==> src/design/lmva_map.svh <==
// Constants for the loop mode and vector address slice.
// Assumes inclusion by both design files; definitions only.
`ifndef LMVA_MAP_SVH
`define LMVA_MAP_SVH
`define LMVA_LOOP_DISP      16'hfffc
`define LMVA_VEC_SHIFT      2
`define LMVA_VBR_RESET      32'h0000_0000
`define LMVA_RESET_SSP_ADDR 32'h0000_0000
`define LMVA_RESET_PC_ADDR  32'h0000_0004
`define LMVA_FC_SUP_DATA    3'h5
`define LMVA_FC_SUP_PROG    3'h6
`define LMVA_TABLE_BYTES    1024
`define LMVA_VEC_COUNT      256
`endif

==> src/design/lmva_pkg.sv <==
// Types shared by the loop mode and vector address slice.
// Assumes lmva_map.svh holds the numeric constants.
package lmva_pkg;
    typedef enum logic [1:0] {
        LMVA_KIND_RESET,
        LMVA_KIND_EXT,
        LMVA_KIND_INT
    } lmva_kind_t;

    typedef enum {
        LMVA_EX_IDLE,
        LMVA_EX_SR,
        LMVA_EX_VEC,
        LMVA_EX_FETCH0,
        LMVA_EX_FETCH1,
        LMVA_EX_SAVE,
        LMVA_EX_LOAD
    } lmva_exst_t;
endpackage

==> src/design/lmva_vec_if.sv <==
// Carries one vector fetch request from the sequencer to the address former.
// Assumes a single core clock on both ends.
`timescale 1ns/1ps
interface lmva_vec_if;
    logic [7:0]  vec_num;
    logic        second_word;
    logic        is_reset;
    logic [31:0] base;
    logic [31:0] addr;
    logic [2:0]  fc;
    modport seq (output vec_num, output second_word, output is_reset, output base,
                 input addr, input fc);
    modport former (input vec_num, input second_word, input is_reset, input base,
                    output addr, output fc);
endinterface

==> src/design/lmva_vec_former.sv <==
// Forms vector fetch address and function code from number and table base.
// Assumes requests are held stable by the sequencer.
`timescale 1ns/1ps
`include "lmva_map.svh"
module lmva_vec_former (
    lmva_vec_if.former vif
);
    import lmva_pkg::*;

    function automatic logic [31:0] vec_offset(input logic [7:0] num);
        vec_offset = 32'(num) << `LMVA_VEC_SHIFT;
    endfunction

    always_comb begin
        if (vif.is_reset) begin
            // Reset vector sits at a fixed place in program space
            vif.addr = vif.second_word ? `LMVA_RESET_PC_ADDR : `LMVA_RESET_SSP_ADDR;
            vif.fc   = `LMVA_FC_SUP_PROG;
        end else begin
            vif.addr = vif.base + vec_offset(vif.vec_num);
            vif.fc   = `LMVA_FC_SUP_DATA;
        end
    end
endmodule

==> src/design/lmva_core.sv <==
// How it works
// - Decrement-and-branch with displacement -4 enters loop mode.
// - Only single-word, non-flow-changing bodies qualify for loop mode.
// - In loop mode, only data cycles run; instruction fetches suppressed.
// - After each body pass, check termination and decrement the count.
// - Any taken exception or interrupt ends loop mode, fetching resumes.
// - Table base addresses a 1024-byte table of 256 vectors.
// - One long word per vector; reset takes stack pointer then PC.
// - Vector address is table base plus vector number times four.
// - Vector number comes from the device on acknowledge, else internal.
// - Vector fetches are supervisor data, reset fetches supervisor program.
// - Only reset vector place is fixed; others follow the table base.
// - Page fault saves a little state, restores, refetches, restarts.
// - Low-power halt stops the core and bus modules until exit event.
// - Exception steps: status copy, vector, save context (skipped on reset), load context.
//
// Top of the slice; the instruction decoder and bus engine sit outside.
// Assumes one core clock and that fetch and data strobes come from the decoder.
`timescale 1ns/1ps
`include "lmva_map.svh"
module lmva_core #(
    parameter int VBR_WIDTH = 32
) (
    input  wire logic        core_clk_in,
    input  wire logic        rst_n_in,
    input  wire logic        cond_decrement_branch_exec_in,
    input  wire logic [15:0] cond_decrement_branch_disp_in,
    input  wire logic        cond_decrement_branch_cond_true_in,
    input  wire logic [15:0] cond_decrement_branch_count_in,
    input  wire logic        body_single_word_in,
    input  wire logic        body_flow_change_in,
    input  wire logic        body_data_done_in,
    input  wire logic        fetch_req_in,
    input  wire logic        data_req_in,
    input  wire logic        exc_req_in,
    input  wire lmva_pkg::lmva_kind_t exc_kind_in,
    input  wire logic [7:0]  exc_int_vec_in,
    input  wire logic [7:0]  ack_vec_in,
    input  wire logic        ack_valid_in,
    input  wire logic        page_fault_in,
    input  wire logic        fault_fixed_in,
    input  wire logic        vbr_wr_in,
    input  wire logic [31:0] vbr_data_in,
    input  wire logic        bus_done_in,
    input  wire logic        low_power_halt_instr_exec_in,
    input  wire logic        wake_event_in,
    output logic             loop_active_out,
    output logic             fetch_grant_out,
    output logic             data_grant_out,
    output logic [15:0]      loop_count_out,
    output logic             loop_exit_out,
    output logic [31:0]      vbr_out,
    output logic             iack_out,
    output logic             vec_fetch_out,
    output logic [31:0]      vec_addr_out,
    output logic [2:0]       vec_fc_out,
    output logic [1:0]       exc_step_out,
    output logic             sr_copy_out,
    output logic             ctx_save_out,
    output logic             ctx_load_out,
    output logic             restart_out,
    output logic [31:0]      restart_pc_out,
    output logic             core_halted_out,
    output logic             bus_shutdown_out,
    input  wire logic [31:0] cur_pc_in
);
    import lmva_pkg::*;

    // Table base logic is written for a full 32-bit base only
    if (VBR_WIDTH != 32) begin : g_width_check
        $error("VBR_WIDTH must be 32");
    end

    typedef struct packed {
        logic        loop;
        logic [15:0] count;
        logic        exit_p;
        logic [31:0] vector_table_base;
        lmva_exst_t  st;
        logic [7:0]  vec;
        logic        reset_kind;
        logic        word1;
        logic        faulted;
        logic [31:0] saved_pc;
        logic        restart;
        logic        halted;
    } lmva_state_t;

    lmva_state_t s_reg;
    lmva_state_t s_next;
    lmva_vec_if  vif ();

    lmva_vec_former u_former (
        .vif (vif)
    );

    assign vif.vec_num     = s_reg.vec;
    assign vif.second_word = s_reg.word1;
    assign vif.is_reset    = s_reg.reset_kind;
    assign vif.base        = s_reg.vector_table_base;

    ////////////////////////////////////////////////////////////////////////////
    // Next state
    always_comb begin
        s_next        = s_reg;
        s_next.exit_p = 1'b0;
        s_next.restart = 1'b0;
        // Loop entry on short backward branch
        if (!s_reg.loop && s_reg.st == LMVA_EX_IDLE && cond_decrement_branch_exec_in && !cond_decrement_branch_cond_true_in
            && cond_decrement_branch_disp_in == `LMVA_LOOP_DISP && body_single_word_in && !body_flow_change_in
            && cond_decrement_branch_count_in != 16'h0000) begin
            s_next.loop  = 1'b1;
            s_next.count = cond_decrement_branch_count_in - 16'h0001;
        end else if (s_reg.loop && body_data_done_in) begin
            // Termination and count test after each pass
            if (cond_decrement_branch_cond_true_in || s_reg.count == 16'h0000) begin
                s_next.loop   = 1'b0;
                s_next.exit_p = 1'b1;
            end else begin
                s_next.count = s_reg.count - 16'h0001;
            end
        end
        if (vbr_wr_in) begin
            s_next.vector_table_base = vbr_data_in;
        end
        // Low-power halt until an exit event
        if (low_power_halt_instr_exec_in && s_reg.st == LMVA_EX_IDLE) begin
            s_next.halted = 1'b1;
        end
        if (s_reg.halted && wake_event_in) begin
            s_next.halted = 1'b0;
        end
        // Page fault: keep PC, restart after fix
        if (page_fault_in && !s_reg.faulted) begin
            s_next.faulted  = 1'b1;
            s_next.saved_pc = cur_pc_in;
            s_next.loop     = 1'b0;
        end else if (s_reg.faulted && fault_fixed_in) begin
            s_next.faulted = 1'b0;
            s_next.restart = 1'b1;
        end
        // Exception sequence
        case (s_reg.st)
            LMVA_EX_IDLE: begin
                if (exc_req_in) begin
                    s_next.st         = LMVA_EX_SR;
                    s_next.loop       = 1'b0;
                    s_next.exit_p     = s_reg.loop;
                    s_next.halted     = 1'b0;
                    s_next.reset_kind = (exc_kind_in == LMVA_KIND_RESET);
                    s_next.word1      = 1'b0;
                    s_next.vec        = exc_int_vec_in;
                end
            end
            LMVA_EX_SR: begin
                s_next.st = LMVA_EX_VEC;
            end
            LMVA_EX_VEC: begin
                // External number on acknowledge, else internal
                if (exc_kind_in != LMVA_KIND_EXT) begin
                    s_next.st = LMVA_EX_FETCH0;
                end else if (ack_valid_in) begin
                    s_next.vec = ack_vec_in;
                    s_next.st  = LMVA_EX_FETCH0;
                end
            end
            LMVA_EX_FETCH0: begin
                if (bus_done_in) begin
                    // Reset fetches a second long word
                    s_next.st    = s_reg.reset_kind ? LMVA_EX_FETCH1 : LMVA_EX_SAVE;
                    s_next.word1 = s_reg.reset_kind;
                end
            end
            LMVA_EX_FETCH1: begin
                if (bus_done_in) begin
                    s_next.st = LMVA_EX_LOAD;
                end
            end
            LMVA_EX_SAVE: begin
                if (bus_done_in) begin
                    s_next.st = LMVA_EX_LOAD;
                end
            end
            LMVA_EX_LOAD: begin
                s_next.st         = LMVA_EX_IDLE;
                s_next.reset_kind = 1'b0;
                s_next.word1      = 1'b0;
            end
            default: begin
                s_next.st = LMVA_EX_IDLE;
            end
        endcase
    end

    always_ff @(posedge core_clk_in) begin
        if (!rst_n_in) begin
            s_reg       <= '0;
            s_reg.vector_table_base   <= `LMVA_VBR_RESET;
            s_reg.st    <= LMVA_EX_IDLE;
        end else begin
            s_reg <= s_next;
        end
    end

    ////////////////////////////////////////////////////////////////////////////
    // Outputs
    logic busy_w;
    assign busy_w = (s_reg.st != LMVA_EX_IDLE) || s_reg.halted || s_reg.faulted;

    assign loop_active_out  = s_reg.loop;
    assign fetch_grant_out  = fetch_req_in && !s_reg.loop && !busy_w;
    assign data_grant_out   = data_req_in && !busy_w;
    assign loop_count_out   = s_reg.count;
    assign loop_exit_out    = s_reg.exit_p;
    assign vbr_out          = s_reg.vector_table_base;
    assign iack_out         = (s_reg.st == LMVA_EX_VEC) && (exc_kind_in == LMVA_KIND_EXT);
    assign vec_fetch_out    = (s_reg.st == LMVA_EX_FETCH0) || (s_reg.st == LMVA_EX_FETCH1);
    assign vec_addr_out     = vif.addr;
    assign vec_fc_out       = vif.fc;
    assign sr_copy_out      = (s_reg.st == LMVA_EX_SR);
    assign ctx_save_out     = (s_reg.st == LMVA_EX_SAVE);
    assign ctx_load_out     = (s_reg.st == LMVA_EX_LOAD);
    assign exc_step_out     = (s_reg.st == LMVA_EX_SR) ? 2'h0 :
                              (s_reg.st == LMVA_EX_VEC) ? 2'h1 :
                              (s_reg.st == LMVA_EX_SAVE) ? 2'h2 : 2'h3;
    assign restart_out      = s_reg.restart;
    assign restart_pc_out   = s_reg.saved_pc;
    assign core_halted_out  = s_reg.halted;
    assign bus_shutdown_out = s_reg.halted;

    ////////////////////////////////////////////////////////////////////////////
    // Checks
    chk_loop_no_fetch: assert property (@(posedge core_clk_in) disable iff (!rst_n_in)
        loop_active_out |-> !fetch_grant_out) else $error("fetch granted in loop mode");
    chk_loop_entry: assert property (@(posedge core_clk_in) disable iff (!rst_n_in)
        (!s_reg.loop && s_reg.st == LMVA_EX_IDLE && cond_decrement_branch_exec_in && !cond_decrement_branch_cond_true_in
         && cond_decrement_branch_disp_in == `LMVA_LOOP_DISP
         && body_single_word_in && !body_flow_change_in && cond_decrement_branch_count_in != 16'h0 && !exc_req_in
         && !page_fault_in) |=> loop_active_out) else $error("loop mode not entered");
    chk_loop_body: assert property (@(posedge core_clk_in) disable iff (!rst_n_in)
        (!s_reg.loop && (body_flow_change_in || !body_single_word_in)) |=> !loop_active_out)
        else $error("bad body looped");
    chk_loop_count: assert property (@(posedge core_clk_in) disable iff (!rst_n_in)
        (s_reg.loop && body_data_done_in && !cond_decrement_branch_cond_true_in && s_reg.count != 16'h0
         && !exc_req_in && !page_fault_in) |=> loop_count_out == $past(loop_count_out) - 16'h1)
        else $error("loop count not decremented");
    chk_exc_exit: assert property (@(posedge core_clk_in) disable iff (!rst_n_in)
        (s_reg.st == LMVA_EX_IDLE && exc_req_in) |=> !loop_active_out ##1 !loop_active_out)
        else $error("loop survived exception");
    chk_vec_addr: assert property (@(posedge core_clk_in) disable iff (!rst_n_in)
        (vec_fetch_out && !s_reg.reset_kind) |-> vec_addr_out == vbr_out + {22'h0, s_reg.vec, 2'h0}
        && vec_fc_out == `LMVA_FC_SUP_DATA) else $error("vector address wrong");
    chk_reset_fetch: assert property (@(posedge core_clk_in) disable iff (!rst_n_in)
        (s_reg.st == LMVA_EX_FETCH0 && s_reg.reset_kind && bus_done_in) |=>
        (s_reg.st == LMVA_EX_FETCH1 && vec_addr_out == `LMVA_RESET_PC_ADDR && vec_fc_out == `LMVA_FC_SUP_PROG))
        else $error("reset second word wrong");
    chk_exc_order: assert property (@(posedge core_clk_in) disable iff (!rst_n_in)
        sr_copy_out |=> exc_step_out == 2'h1) else $error("exception step order");
    chk_halt_bus: assert property (@(posedge core_clk_in) disable iff (!rst_n_in)
        (low_power_halt_instr_exec_in && s_reg.st == LMVA_EX_IDLE && !exc_req_in && !wake_event_in)
        |=> bus_shutdown_out && !data_grant_out) else $error("halt not taken");
    chk_fault_restart: assert property (@(posedge core_clk_in) disable iff (!rst_n_in)
        (s_reg.faulted && fault_fixed_in) |=> restart_out && restart_pc_out == $past(s_reg.saved_pc))
        else $error("restart missing");
endmodule

==> config.mk <==
export PLATFORM = sky130hd
export DESIGN_NAME = lmva_core
export DESIGN_NICKNAME = d
export VERILOG_FILES = /design/src/design/lmva_pkg.sv /design/src/design/lmva_vec_if.sv /design/src/design/lmva_vec_former.sv /design/src/design/lmva_core.sv
export VERILOG_INCLUDE_DIRS = /design/src /design/src/design
export SDC_FILE = /design/constraint.sdc
export NUM_CORES = 1
export LEC_CHECK = 0
export BUFFER_PORTS_ARGS = -buffer_cell sky130_fd_sc_hd__buf_4
export CORE_MARGIN = 2
export CORE_UTILIZATION = 44
export CTS_CLUSTER_SIZE = 12
export DETAILED_ROUTE_END_ITERATION = 10
export PLACE_DENSITY_LB_ADDON = 0.15
export SETUP_SLACK_MARGIN = 0.15
export SLEW_MARGIN = 20
export SYNTH_ARGS = -nofsm -noshare
export SYNTH_HDL_FRONTEND = slang
export SYNTH_HIERARCHICAL = 1
export SYNTH_SLANG_ARGS = --single-unit
==> constraint.sdc <==
create_clock -name core_clk_in -period 2.1 [get_ports core_clk_in]
set_input_delay 0.21 -clock core_clk_in [delete_from_list [all_inputs] [get_ports core_clk_in]]
set_output_delay 0.21 -clock core_clk_in [all_outputs]
set_load 0.01 [all_outputs]
### After elaboration in Yosys (flattened, before gate mapping)

Index checks and enable logic that the tools add are counted.

* bits in latches: 0
* output and inout port bits: 129
* memory bits (read-only): 0
* memory bits (writable): 0
* memories kept: 0
* bits of input ports: 131
* word-level logic and storage cells: 117
* register bits: 127

* $lt $le $gt $ge: 0
* reduce and logical (&&, ||, !) cells: 43
* multiplexer cells: 36
* equality and inequality tests: 22
* shifts and indexed selects: 0
* bitwise logic cells: 1
* multipliers: 0
* $add $sub $neg: 3
* div/mod/pow operators: 0

Operators with widths (number)
* $eq 32x3->1 const B: 5
* $pmux 32 s5: 1
* $mux 32: 4
* $eq 32x2->1 const B: 3
* $eq 32x4->1 const B: 3
* $logic_not 32->1: 2
* $mux 42: 1
* $mux 40: 1
* $add 32x10->32: 1
* $eq 32x1->1 const B: 1
* $reduce_bool 32->1: 1
* $sub 16x1->16 const B: 2
* $mux 1: 18
* $mux 18: 1
* $mux 17: 1
* $eq 16x16->1 const B: 1
* $logic_and 1x1->1: 16
* $logic_not 16->1: 1
* $mux 16: 1
* $pmux 8 s2: 1
* $reduce_bool 16->1: 1
* $ne 2x2->1 const B: 5
* $mux 8: 1
* $reduce_and 4->1: 2
* 16 further kinds: 31

### Logic depth before layout (Yosys ltp)

Gate-level depths: netlist (run 1).

* depth after elaboration: 12
* gate-level depth with buffers: 9
* gate-level depth less buffers: 8

### Hierarchy

Netlist (run 1), hierarchy kept.

By module, submodules not included
* lmva_core: times used 1, cells an instance 621, seq. area each 1961.9 µm², area each 5182.5 µm²
* lmva_vec_former: times used 1, cells an instance 159, seq. area each 0.0 µm², area each 1043.5 µm²

### Worst setup path after synthesis (run 1)

Ideal clock, no wire load.

* path kind: register to output
* start: register s_reg (netlist bit vbr_out[2])
* end: output vec_addr_out[18]
* required time: 1.890 ns
* arrival: 2.125 ns
* setup slack: -0.235 ns
* cell stages (with the launch flop): 9
* buffers on the path: 0
* path through: dfxtp_1 ha_1 inv_1 fa_1 nand2b_1 a21oi_1 o21ai_1 or4_1 a21oi_1

* word-level cells in the longest chain between the ends: 2

Ends and longest elaborated chain
* start, declared: line lmva_core.sv:89 `lmva_state_t s_reg;`
* start signal, assigned: line lmva_core.sv:201 `s_reg <= s_next;`
* $add 32x10->32: line lmva_vec_former.sv:20 `vif.addr = vif.base + vec_offset(vif.vec_num);`
* $mux 32: line lmva_vec_former.sv:15 `if (vif.is_reset) begin`
* end, declared: line lmva_core.sv:55 `output logic [31:0] vec_addr_out,`

No other way between the ends.

### Worst setup path in the final report (run 1)

* start: register s_reg (netlist bit vbr_out[2])
* end: output vec_addr_out[22]

The elaborated chain is that of the path after synthesis.

==> run_results.csv, run 1 <==
group,metric,value,unit
run_status,outcome,"finished with violations",
run_status,violations,"negative setup slack",
critical_path,critical_path.top_delay_family,"simple AND/OR/NAND/NOR gates",
die,floorplan.initialDensity,45.03,%
route,drt-initial-drc-count,355,
critical_path,crit_slowest_cell,"dfxtp_2",
sta,maxSlewViolCount,0,
critical_path,path_cells,"ha_4 > inv_2 > fa_2 > nand2b_4 > a21oi_4 > o211ai_4 > buf_12 > or3_4 > a21oi_2 > buf_4",
synthesis,syn_nets,923,
global_route,grt_start_max_net_pins,33,
critical_path,critical_path_cell_count,10,
critical_path,cp.buffers_inverters,3,
global_route,grtUsageTotal,25.48,%
placed_design,port-buffer-count,258,
critical_path,worst_setup_path_start_kind,"flop",
finish,multi_input_comb_area,3978,um2
synthesis,synth_top_flop_cell,"dfxtp_1",
finish,fill_cells,1211,
critical_path,maximum_fanout_along_the_worst_path,5,
power,leakage_dissipation,4.213,nW
synthesis,synth.avg_cell_area,7.982,um2
route,remaining_drc_errors,0,
synthesis,synthesis.instances,780,
cts,cts_max_path_buffers,2,
power,p_switching,1.857,mW
cts,postCtsHoldBufs,0,
die,die_area,15120,um2
finish,finalNonFillerCells,1219,
route,vias_post_dr,6386,
die,number_of_ports_placed_on_the_die_boundary,260,
cts,cts_sinks,98,
cts,clock_tree_root,"clkbuf_16",
die,die_h,123.0,um
sta,rsz0062_at_grt,"yes",
sta,timing.clock.skew,8.359,ps
route,drt.antenna.violating_nets,0,
cts,number_of_buffers_inserted_during_clock_tree_synthesis,9,
route,route.detailed.wl_per_inst,16.45,um
route,detail_route.vias_per_cell,5.239,
critical_path,critical-path-max-stage-delay,350,ps
min_path,hold-path-cell-count,3,
sta,relSlewSlack,52.50,%
cts,clk_pin_slew_worst_paths,80,ps
sta,layout_worst_path_cycle_share,126.2,%
sta,peak_clock_frequency_supported_by_timing,0.3772,GHz
synthesis,synth-edff-count,0,
critical_path,data_required_time_at_the_worst_endpoint,1890,ps
power,cell_internal_pwr,3.939,mW
route,drt_wl_total,20050,um
die,row_count,43,
synthesis,synth.yosys.warnings,6,
placed_design,routabilityCongestion,0.8795,
global_route,grt_pass1_vias,5986,
route,drt_pre_antenna_iters,5,
power,power.share.clock,30.2,%
sta,finalHoldViolations,0,
global_route,globalRouteOverflowTotal,0,
synthesis,asyncSetResetFlopFracSynth,0,%
sta,finalSetupViolations,33,
die,die_x,123.0,um
finish,area.sequential,1982,um2
power,pwr_density_cell,615.7,nW/um2
synthesis,yosys_register_bits,98,
power,switching_share,32.04,%
critical_path,criticalPathCategory,"reg -> out",
synthesis,synth_cell_types,71,
cts,ctsHtreeMaxLevel,3,
sta,period_needed,2651,ps
power,combinationalPowerShare,33.1,%
synthesis,netlist_area,6226,um2
global_route,initial_antenna_violation_count,0,
synthesis,seq_area_frac_synth,31.51,%
cts,clock_tree_from_tritoncts,"yes",
global_route,wire_length_of_the_first_global_routing_pass,30190,um
placed_design,place_inst,1186,
critical_path,cp-end-kind,"output pin",
finish,number_of_antenna_diodes,0,
run,max_cap_violations,0,
finish,num-nets-final,1177,
critical_path,ff2ff_path_depth,7,
min_path,hold_class,"in -> reg",
sta,worst-slew-pin-transition,709.9,ps
placed_design,dpl_worst_slack,-200.7,ps
finish,post_route_cells_drive_above_1_share,48.41,%
die,design.core.area,13830,um2
finish,area_added_between_synthesis_and_finish,51.21,%
power,sequentialPowerShare,36.7,%
sta,final.setup.worst_slack,-550.8,ps
critical_path,critPathArrivalTime,2440,ps
placed_design,post-dp-hpwl,14860,um
cts,worstSkewPairLatency,350,ps
power,vdd_ir_drop_max,336.4,uV
cells by family after synthesis:
logic type	Yosys count	share of synthesized area (%)
DFF	98	31.51
muxes	37	5.989
and+or+nand+nor	303	25.04
other	1	0.06023
buffers and inverters	144	14.35
xor gates and xnor gates	34	4.783
adders and majority gates	12	2.532
AOI/OAI and AO/OA	151	15.74
cells in the mapped netlist (all sizes together) (4+ instances only):
| master | n | share of area [%] |
|---|---|---|
| a21oi | 70 | 5.6 |
| a311oi | 8 | 1.1 |
| a31oi | 5 | 0.60 |
| and3 | 5 | 0.50 |
| buf | 96 | 11 |
| clkbuf | 29 | 1.8 |
| dfxtp | 98 | 32 |
| ha | 11 | 2.2 |
| inv | 19 | 1.1 |
| mux2i | 35 | 5.6 |
| nand2 | 100 | 6.1 |
| nand2b | 8 | 0.80 |
| nand3 | 16 | 1.4 |
| nand4 | 8 | 1.1 |
| nand4b | 4 | 0.56 |
| nor2 | 83 | 5.0 |
| nor2b | 4 | 0.40 |
| nor3 | 15 | 1.6 |
| nor4 | 10 | 1.1 |
| nor4b | 4 | 0.66 |
| o2111ai | 5 | 0.70 |
| o211ai | 8 | 1.6 |
| o21ai | 25 | 2.1 |
| o22a | 6 | 0.84 |
| o31ai | 8 | 0.96 |
| or3 | 16 | 1.7 |
| or4 | 11 | 1.4 |
| or4b | 4 | 0.76 |
| xnor2 | 13 | 1.8 |
| xor2 | 21 | 3.0 |
power groups by stage:
| stage | Combinational [mW] | Sequential [mW] | Clock (mW) |
|---|---|---|---|
| global route | 2.07 | 2.15 | 1.86 |
| finish | 1.92 | 2.13 | 1.75 |
| global placement | 1.72 | 2.13 | 0 |
| floorplan | 0.937 | 2.12 | 0 |
| detailed placement | 1.74 | 2.14 | 0 |
| CTS | 1.84 | 2.12 | 1.78 |
layout by cell type (no fill, tap or decap), drive strengths merged, types with 21 or more instances in the layout:
cell type / Yosys / routed
a21oi: 70 / 70
buf: 96 / 367
dfxtp: 98 / 98
inv: 19 / 23
mux2i: 35 / 35
nand2: 100 / 101
nor2: 83 / 83
o21ai: 25 / 25
xor2: 21 / 21
cell type report:
class | instances | area share [%]
Inverter | 19 | 0.7576
Clock inverter | 7 | 0.8772
Sequential cell | 98 | 21.05
Clock buffer | 9 | 2.392
Timing Repair Buffer | 367 | 30.28
Multi-Input combinational cell | 539 | 42.25
Tap cell | 180 | 2.392
stage by stage:
stage	hold slack (ps)	power, mW	cell area [um2]	util [%]	TNS [ps]
global route	90.17	6.075	9414	68.08	-12530
detailed placement	447.2	3.878	8447	61.09	-2144
CTS	84.16	5.748	9173	66.34	-8966
finish	90.68	5.796	9414	68.08	-9688
floorplan	346.0	3.058	6372	-	-270.7
global placement	441.9	3.859	8447	61.09	-1648
worst paths after layout:
path                           start            endpoint  slack, ps
setup reg to reg   loop_count_out[0]   loop_count_out[5]        -80
hold reg to reg   restart_pc_out[30]  restart_pc_out[30]        460
setup / recovery          vbr_out[2]    vec_addr_out[22]       -550
hold / removal       vbr_data_in[27]         vbr_out[27]         90
worst min-delay path, cell delays in order:
cell	delay [ps]
buf_4	80
mux2i_1	50
nor2_1	70
metal layers:
| layer | global-route usage, % | wire (um) | vias up | share of wire, % |
|---|---|---|---|---|
| li1 | - | - | 3144 | - |
| met1 | 31.86 | 8254 | 2971 | 41 |
| met2 | 43.06 | 9826 | 243 | 49 |
| met3 | 5.489 | 1537 | 28 | 7.7 |
| met4 | 9.339 | 433 | 0 | 2.2 |
| met5 | 0 | 0 | - | 0 |
timing repair:
item | CTS | global route
resized for setup | 61 | 39
pin swaps | 43 | 34
cloned | 2 | 0
setup endpoints to repair | 47 | 56
buffers inserted | 7 | 8
Power figures use the tool's default switching activity.
==> inputs of run 2 (changes only) <==
--- a/config.mk
+++ b/config.mk
@@ -7,12 +7,14 @@
 export NUM_CORES = 1
 export LEC_CHECK = 0
 export BUFFER_PORTS_ARGS = -buffer_cell sky130_fd_sc_hd__buf_4
+export CAP_MARGIN = 20
+export CORE_ASPECT_RATIO = 0.9
 export CORE_MARGIN = 2
 export CORE_UTILIZATION = 44
 export CTS_CLUSTER_SIZE = 12
 export DETAILED_ROUTE_END_ITERATION = 10
 export PLACE_DENSITY_LB_ADDON = 0.15
-export SETUP_SLACK_MARGIN = 0.15
+export SETUP_SLACK_MARGIN = 0.02
 export SLEW_MARGIN = 20
 export SYNTH_ARGS = -nofsm -noshare
 export SYNTH_HDL_FRONTEND = slang
==> run 2 against run 1 <==
  * The run still ends with negative setup slack left
  * Utilization fell by 1.1 points
  * Maximum frequency fell by 0.13%
  * Routed wire length fell by 1.9%
  * Count of clock-buffer cells in the layout did not move
  * Via count fell by 0.49%
  * Clock skew barely moved
  * Clock power fell by 7%
  * Critical path type unchanged
  * Critical endpoint is now vec_addr_out[24]
==> run_results.csv, run 2 (synthesis results as in run 1) <==
group,metric,value,unit
placed_design,place_inst,1195,
finish,number_of_antenna_diodes,0,
critical_path,criticalPathCategory,"reg -> out",
global_route,grt_start_max_net_pins,39,
cts,ctsHtreeMaxLevel,3,
die,row_count,41,
route,drt_pre_antenna_iters,5,
cts,cts_sinks,98,
die,number_of_ports_placed_on_the_die_boundary,260,
sta,period_needed,2654,ps
sta,timing.clock.skew,8.171,ps
sta,tns,-11330,ps
die,design.core.area,13900,um2
run,max_cap_violations,0,
route,vias_post_dr,6355,
finish,most_frequent_cells_in_the_layout,"buf_4 (349), nand2_1 (97), dfxtp_1 (85)",
sta,relSlewSlack,59.35,%
sta,finalHoldViolations,0,
placed_design,post-dp-hpwl,14240,um
die,die_h,116.9,um
sta,rsz0062_at_grt,"yes",
sta,finalSetupViolations,37,
cts,worstSkewPairLatency,360,ps
cts,clk_pin_slew_worst_paths,70,ps
route,drt.antenna.violating_nets,0,
critical_path,data_required_time_at_the_worst_endpoint,1890,ps
die,floorplan.initialDensity,44.78,%
route,remaining_drc_errors,0,
route,drt-initial-drc-count,362,
run_status,outcome,"finished with violations",
sta,layout_worst_path_cycle_share,126.4,%
finish,final_cell_area,9315,um2
global_route,grtUsageTotal,24.44,%
placed_design,placed_area,8367,um2
placed_design,routabilityCongestion,0.9009,
sta,final.setup.worst_slack,-554.3,ps
run_status,violations,"negative setup slack",
sta,worst-slew-pin-transition,608.9,ps
cts,postCtsHoldBufs,0,
finish,finalNonFillerCells,1229,
cts,clock_tree_root,"clkbuf_16",
critical_path,critPathArrivalTime,2440,ps
cts,cts_max_path_buffers,2,
sta,peak_clock_frequency_supported_by_timing,0.3767,GHz
power,pwr_density_cell,604.7,nW/um2
die,die_x,129.4,um
power,leakage_dissipation,4.193,nW
critical_path,worst_setup_path_start_kind,"flop",
power,vdd_ir_drop_max,428.1,uV
power,p_total,5.633,mW
die,die_area,15120,um2
finish,area_added_between_synthesis_and_finish,49.62,%
min_path,hold_class,"in -> reg",
global_route,wire_length_of_the_first_global_routing_pass,29270,um
cts,number_of_buffers_inserted_during_clock_tree_synthesis,9,
finish,layout.cells.most_common,"buf_4",
finish,post_route_cells_drive_above_1_share,46.91,%
sta,maxSlewViolCount,0,
critical_path,maximum_fanout_along_the_worst_path,10,
placed_design,dpl_worst_slack,-180.5,ps
global_route,initial_antenna_violation_count,0,
placed_design,port-buffer-count,258,
route,drt_wl_total,19670,um
critical_path,cp-end-kind,"output pin",
finish,num-nets-final,1174,
route,detail_route.vias_per_cell,5.171,
route,route.detailed.wl_per_inst,16.00,um
cts,clock_tree_from_tritoncts,"yes",
finish,fill_cells,1228,
global_route,grt_pass1_vias,5908,
global_route,globalRouteOverflowTotal,0,
[run 2: cell count changes in the layout (fill, tap and decap cells not counted), moves of 3 or more]
cell,change
or3_1,+3
o21ai_1,-3
dfxtp_2,-4
dfxtp_1,+3
a21oi_2,-5
or3_4,-3
clkinv_4,+3
a21oi_1,+3
buf_4,-4
[run 2: what timing repair did]
action	in CTS	in global routing
buffers inserted	8	12
gates cloned	0	0
pin swaps	35	34
resized for setup	58	41
endpoints found under the setup margin	38	46
[run 2: through the flow]
stage                     utilization, %  hold WS (ps)
after floorplan                        -         346.0
after global placement             60.18         441.9
after detailed placement           60.18         447.1
after CTS                          64.88         79.17
after global routing               67.01         84.08
final                              67.01         87.38
[run 2: power breakdown]
group | switching [mW] | total, mW | internal [mW]
combinational | 0.916 | 1.88 | 0.966
clock | 0.807 | 1.63 | 0.826
sequential | 0.120 | 2.12 | 2.00
[run 2: final cells by class]
class | instances | area [um2] | area share [%]
clock inverter | 7 | 60.06 | 0.6447
sequential | 98 | 1981 | 21.26
inverter | 19 | 71.32 | 0.7656
clock buffer | 9 | 225.2 | 2.418
timing repair buffer | 365 | 2835 | 30.44
multi-input combinational | 538 | 3901 | 41.88
tap | 193 | 241.5 | 2.592
[run 2: layer usage]
metal / global-route usage, % / vias to the layer above / part of all wire, %
li1: - / 3141 / -
met1: 28.78 / 2933 / 40
met2: 42.21 / 245 / 50
met3: 8.227 / 36 / 8.1
met4: 7.826 / 0 / 2.2
met5: 0 / - / 0
[run 2: worst paths after layout]
check | start | endpoint | slack, ps | cells past startpoint
hold / removal | vbr_data_in[22] | vbr_out[22] | 90 | 3
setup / recovery | vbr_out[2] | vec_addr_out[24] | -550 | 10
setup reg to reg | loop_count_out[0] | loop_count_out[2] | -120 | 8
hold reg to reg | restart_pc_out[2] | restart_pc_out[2] | 460 | 2
[run 2: critical path: stages (launching register included)]
cell      delay [ps]
dfxtp_2          350
ha_4             140
inv_2             40
fa_2             330
nand2b_4         160
a21oi_4          200
o211ai_2         130
buf_6            170
or3_1            310
a21oi_2          120
buf_4            120
==> inputs of run 3 (changes only) <==
--- a/config.mk
+++ b/config.mk
@@ -13,7 +13,7 @@
 export CORE_UTILIZATION = 44
 export CTS_CLUSTER_SIZE = 12
 export DETAILED_ROUTE_END_ITERATION = 10
-export PLACE_DENSITY_LB_ADDON = 0.15
+export PLACE_DENSITY = 0.77
 export SETUP_SLACK_MARGIN = 0.02
 export SLEW_MARGIN = 20
 export SYNTH_ARGS = -nofsm -noshare
==> run 3 against run 2 <==
  * The run still ends with negative setup slack left
  * Register-to-register slack better by 90 ps
  * Critical path type unchanged
  * Via count rose by 2.4%
  * Sequential power is essentially flat
  * Highest routed layer unchanged
  * Global-route usage is 0.94 points higher
  * Combinational power shrank 3%
  * Hold slack better by 5.2 ps
  * Die area stayed put
  * Count of clock-buffer cells in the layout is 2 higher
==> run_results.csv, run 3 (synthesis results as in run 1) <==
group,metric,value,unit
cts,clock_tree_from_tritoncts,"yes",
sta,final.setup.worst_slack,-523.6,ps
power,vdd_ir_drop_max,514.5,uV
sta,finalHoldViolations,0,
route,detailroute.wirelength.met3,2039,um
global_route,grt_pass1_vias,6225,
route,routedLengthMet1,8118,um
power,p_total,5.713,mW
power,combinationalPowerShare,31.8,%
die,floorplan.initialDensity,44.78,%
power,p_switching,1.747,mW
critical_path,critical_path.reg2reg.startpoint,"loop_count_out[1]",
critical_path,ff2ff_path_depth,8,
sta,finalSetupViolations,37,
route,vias_post_dr,6509,
cts,clk_pin_slew_worst_paths,70,ps
critical_path,worst_r2r_setup_slack,-30,ps
critical_path,worst_setup_path_start_kind,"flop",
sta,peak_clock_frequency_supported_by_timing,0.3812,GHz
finish,multi_input_comb_area,3757,um2
min_path,hold-path-cell-count,3,
placed_design,routabilityCongestion,0.9562,
finish,number_of_antenna_diodes,0,
route,drt_wl_total,20230,um
power,leakage_dissipation,4.119,nW
sta,worst-slew-pin-transition,871.3,ps
route,drt.antenna.violating_nets,0,
min_path,hold_start,"vbr_data_in[18]",
finish,layout.cells.most_common,"buf_4",
cts,worstSkewPairLatency,350,ps
route,detail_route.vias_per_cell,5.335,
route,top_layer,"met4",
run_status,outcome,"finished with violations",
sta,rsz0062_at_grt,"yes",
critical_path,cp-end-kind,"output pin",
run_status,violations,"negative setup slack",
cts,number_of_buffers_inserted_during_clock_tree_synthesis,9,
critical_path,critical_path.reg2reg.endpoint,"loop_count_out[12]",
cts,cts_sinks,98,
min_path,hold_class,"in -> reg",
placed_design,post-dp-hpwl,14960,um
sta,period_needed,2624,ps
placed_design,port-buffer-count,258,
finish,area.sequential,1971,um2
critical_path,criticalPathCategory,"reg -> out",
power,switching_share,30.59,%
finish,area_added_between_synthesis_and_finish,46.42,%
finish,most_frequent_cells_in_the_layout,"buf_4 (343), nand2_1 (97), dfxtp_1 (91)",
finish,num-nets-final,1166,
global_route,initial_antenna_violation_count,0,
sta,relSlewSlack,41.70,%
sta,maxSlewViolCount,0,
cts,cts_max_path_buffers,2,
finish,finalNonFillerCells,1220,
global_route,wire_length_of_the_first_global_routing_pass,30370,um
cts,clock_tree_root,"clkbuf_16",
global_route,grtUsageTotal,25.38,%
critical_path,critPathArrivalTime,2410,ps
power,sequentialPowerShare,36.9,%
global_route,grt_start_max_net_pins,36,
sta,layout_worst_path_cycle_share,124.9,%
route,remaining_drc_errors,0,
route,route.detailed.wl_per_inst,16.58,um
power,cell_internal_pwr,3.965,mW
die,design.core.area,13900,um2
die,die_x,129.4,um
die,die_h,116.9,um
critical_path,maximum_fanout_along_the_worst_path,3,
run,max_cap_violations,0,
power,power.share.clock,31.3,%
global_route,globalRouteOverflowTotal,0,
placed_design,place_inst,1196,
die,number_of_ports_placed_on_the_die_boundary,260,
cts,postCtsHoldBufs,0,
power,pwr_density_cell,626.6,nW/um2
min_path,worst_hold_path.endpoint,"vbr_out[18]",
cts,ctsHtreeMaxLevel,3,
route,wl_met2,9536,um
die,die_area,15120,um2
route,drt_pre_antenna_iters,5,
route,drt-initial-drc-count,348,
critical_path,data_required_time_at_the_worst_endpoint,1890,ps
die,row_count,41,
sta,timing.clock.skew,4.887,ps
finish,fill_cells,1147,
finish,post_route_cells_drive_above_1_share,44.99,%
## run 3: metrics by stage
| stage | setup TNS, ps | utilization, % | hold WS [ps] | instance area [um2] | setup slack (ps) |
|---|---|---|---|---|---|
| after global placement | -1751 | 60.33 | 441.7 | 8387 | -161.6 |
| after global routing | -13840 | 65.57 | 96.56 | 9116 | -617.2 |
| final | -10890 | 65.57 | 92.54 | 9116 | -523.6 |
| after CTS | -9828 | 63.82 | 80.87 | 8872 | -506.9 |
| after detailed placement | -2591 | 60.33 | 446.6 | 8387 | -187.0 |
| after floorplan | -204.2 | - | 346.0 | 6306 | -59.15 |
## run 3: layer usage
metal | track usage (%) | up-vias
met5 | 0 | -
met3 | 7.727 | 39
met1 | 30.84 | 3043
met4 | 10.07 | 0
li1 | - | 3121
met2 | 42.35 | 306
## run 3: power groups by stage
stage	clock, mW	sequential [mW]	combinational, mW
2_1_floorplan	0	2.12	0.919
5_1_grt	1.90	2.12	1.96
6_report	1.79	2.11	1.82
3_5_place_dp	0	2.13	1.69
4_1_cts	1.83	2.10	1.73
3_3_place_gp	0	2.13	1.66
## run 3: how the worst max path moves through the flow
stage | startpoint | to | slack [ps]
floorplan | loop_count_out[0] | loop_count_out[2] | -60
global placement | vbr_out[2] | vec_addr_out[26] | -160
detailed placement | vbr_out[2] | vec_addr_out[26] | -190
CTS | vbr_out[2] | vec_addr_out[26] | -510
global route | vbr_out[2] | vec_addr_out[28] | -620
finish | vbr_out[2] | vec_addr_out[28] | -520
## run 3: area by class of cell
class | instances | area share (%)
sequential | 98 | 21.62
timing repair buffer | 356 | 30.24
tap | 193 | 2.649
clock inverter | 4 | 0.8372
clock buffer | 11 | 2.663
inverter | 19 | 0.7823
multi-input combinational | 539 | 41.22
## run 3: repair_timing
item	4_1_cts	5_1_grt
setup endpoints to repair	38	47
buffers inserted	4	5
pin swaps	16	19
gates cloned	0	1
gates resized for setup	26	41
## run 3: worst max-delay path, cell delays in order (launching register included)
cell,delay (ps)
dfxtp_2,350
ha_4,140
inv_2,30
fa_2,330
nand2b_4,160
a21oi_4,180
o211ai_2,130
buf_4,170
or3_4,320
a21oi_2,130
buf_4,120
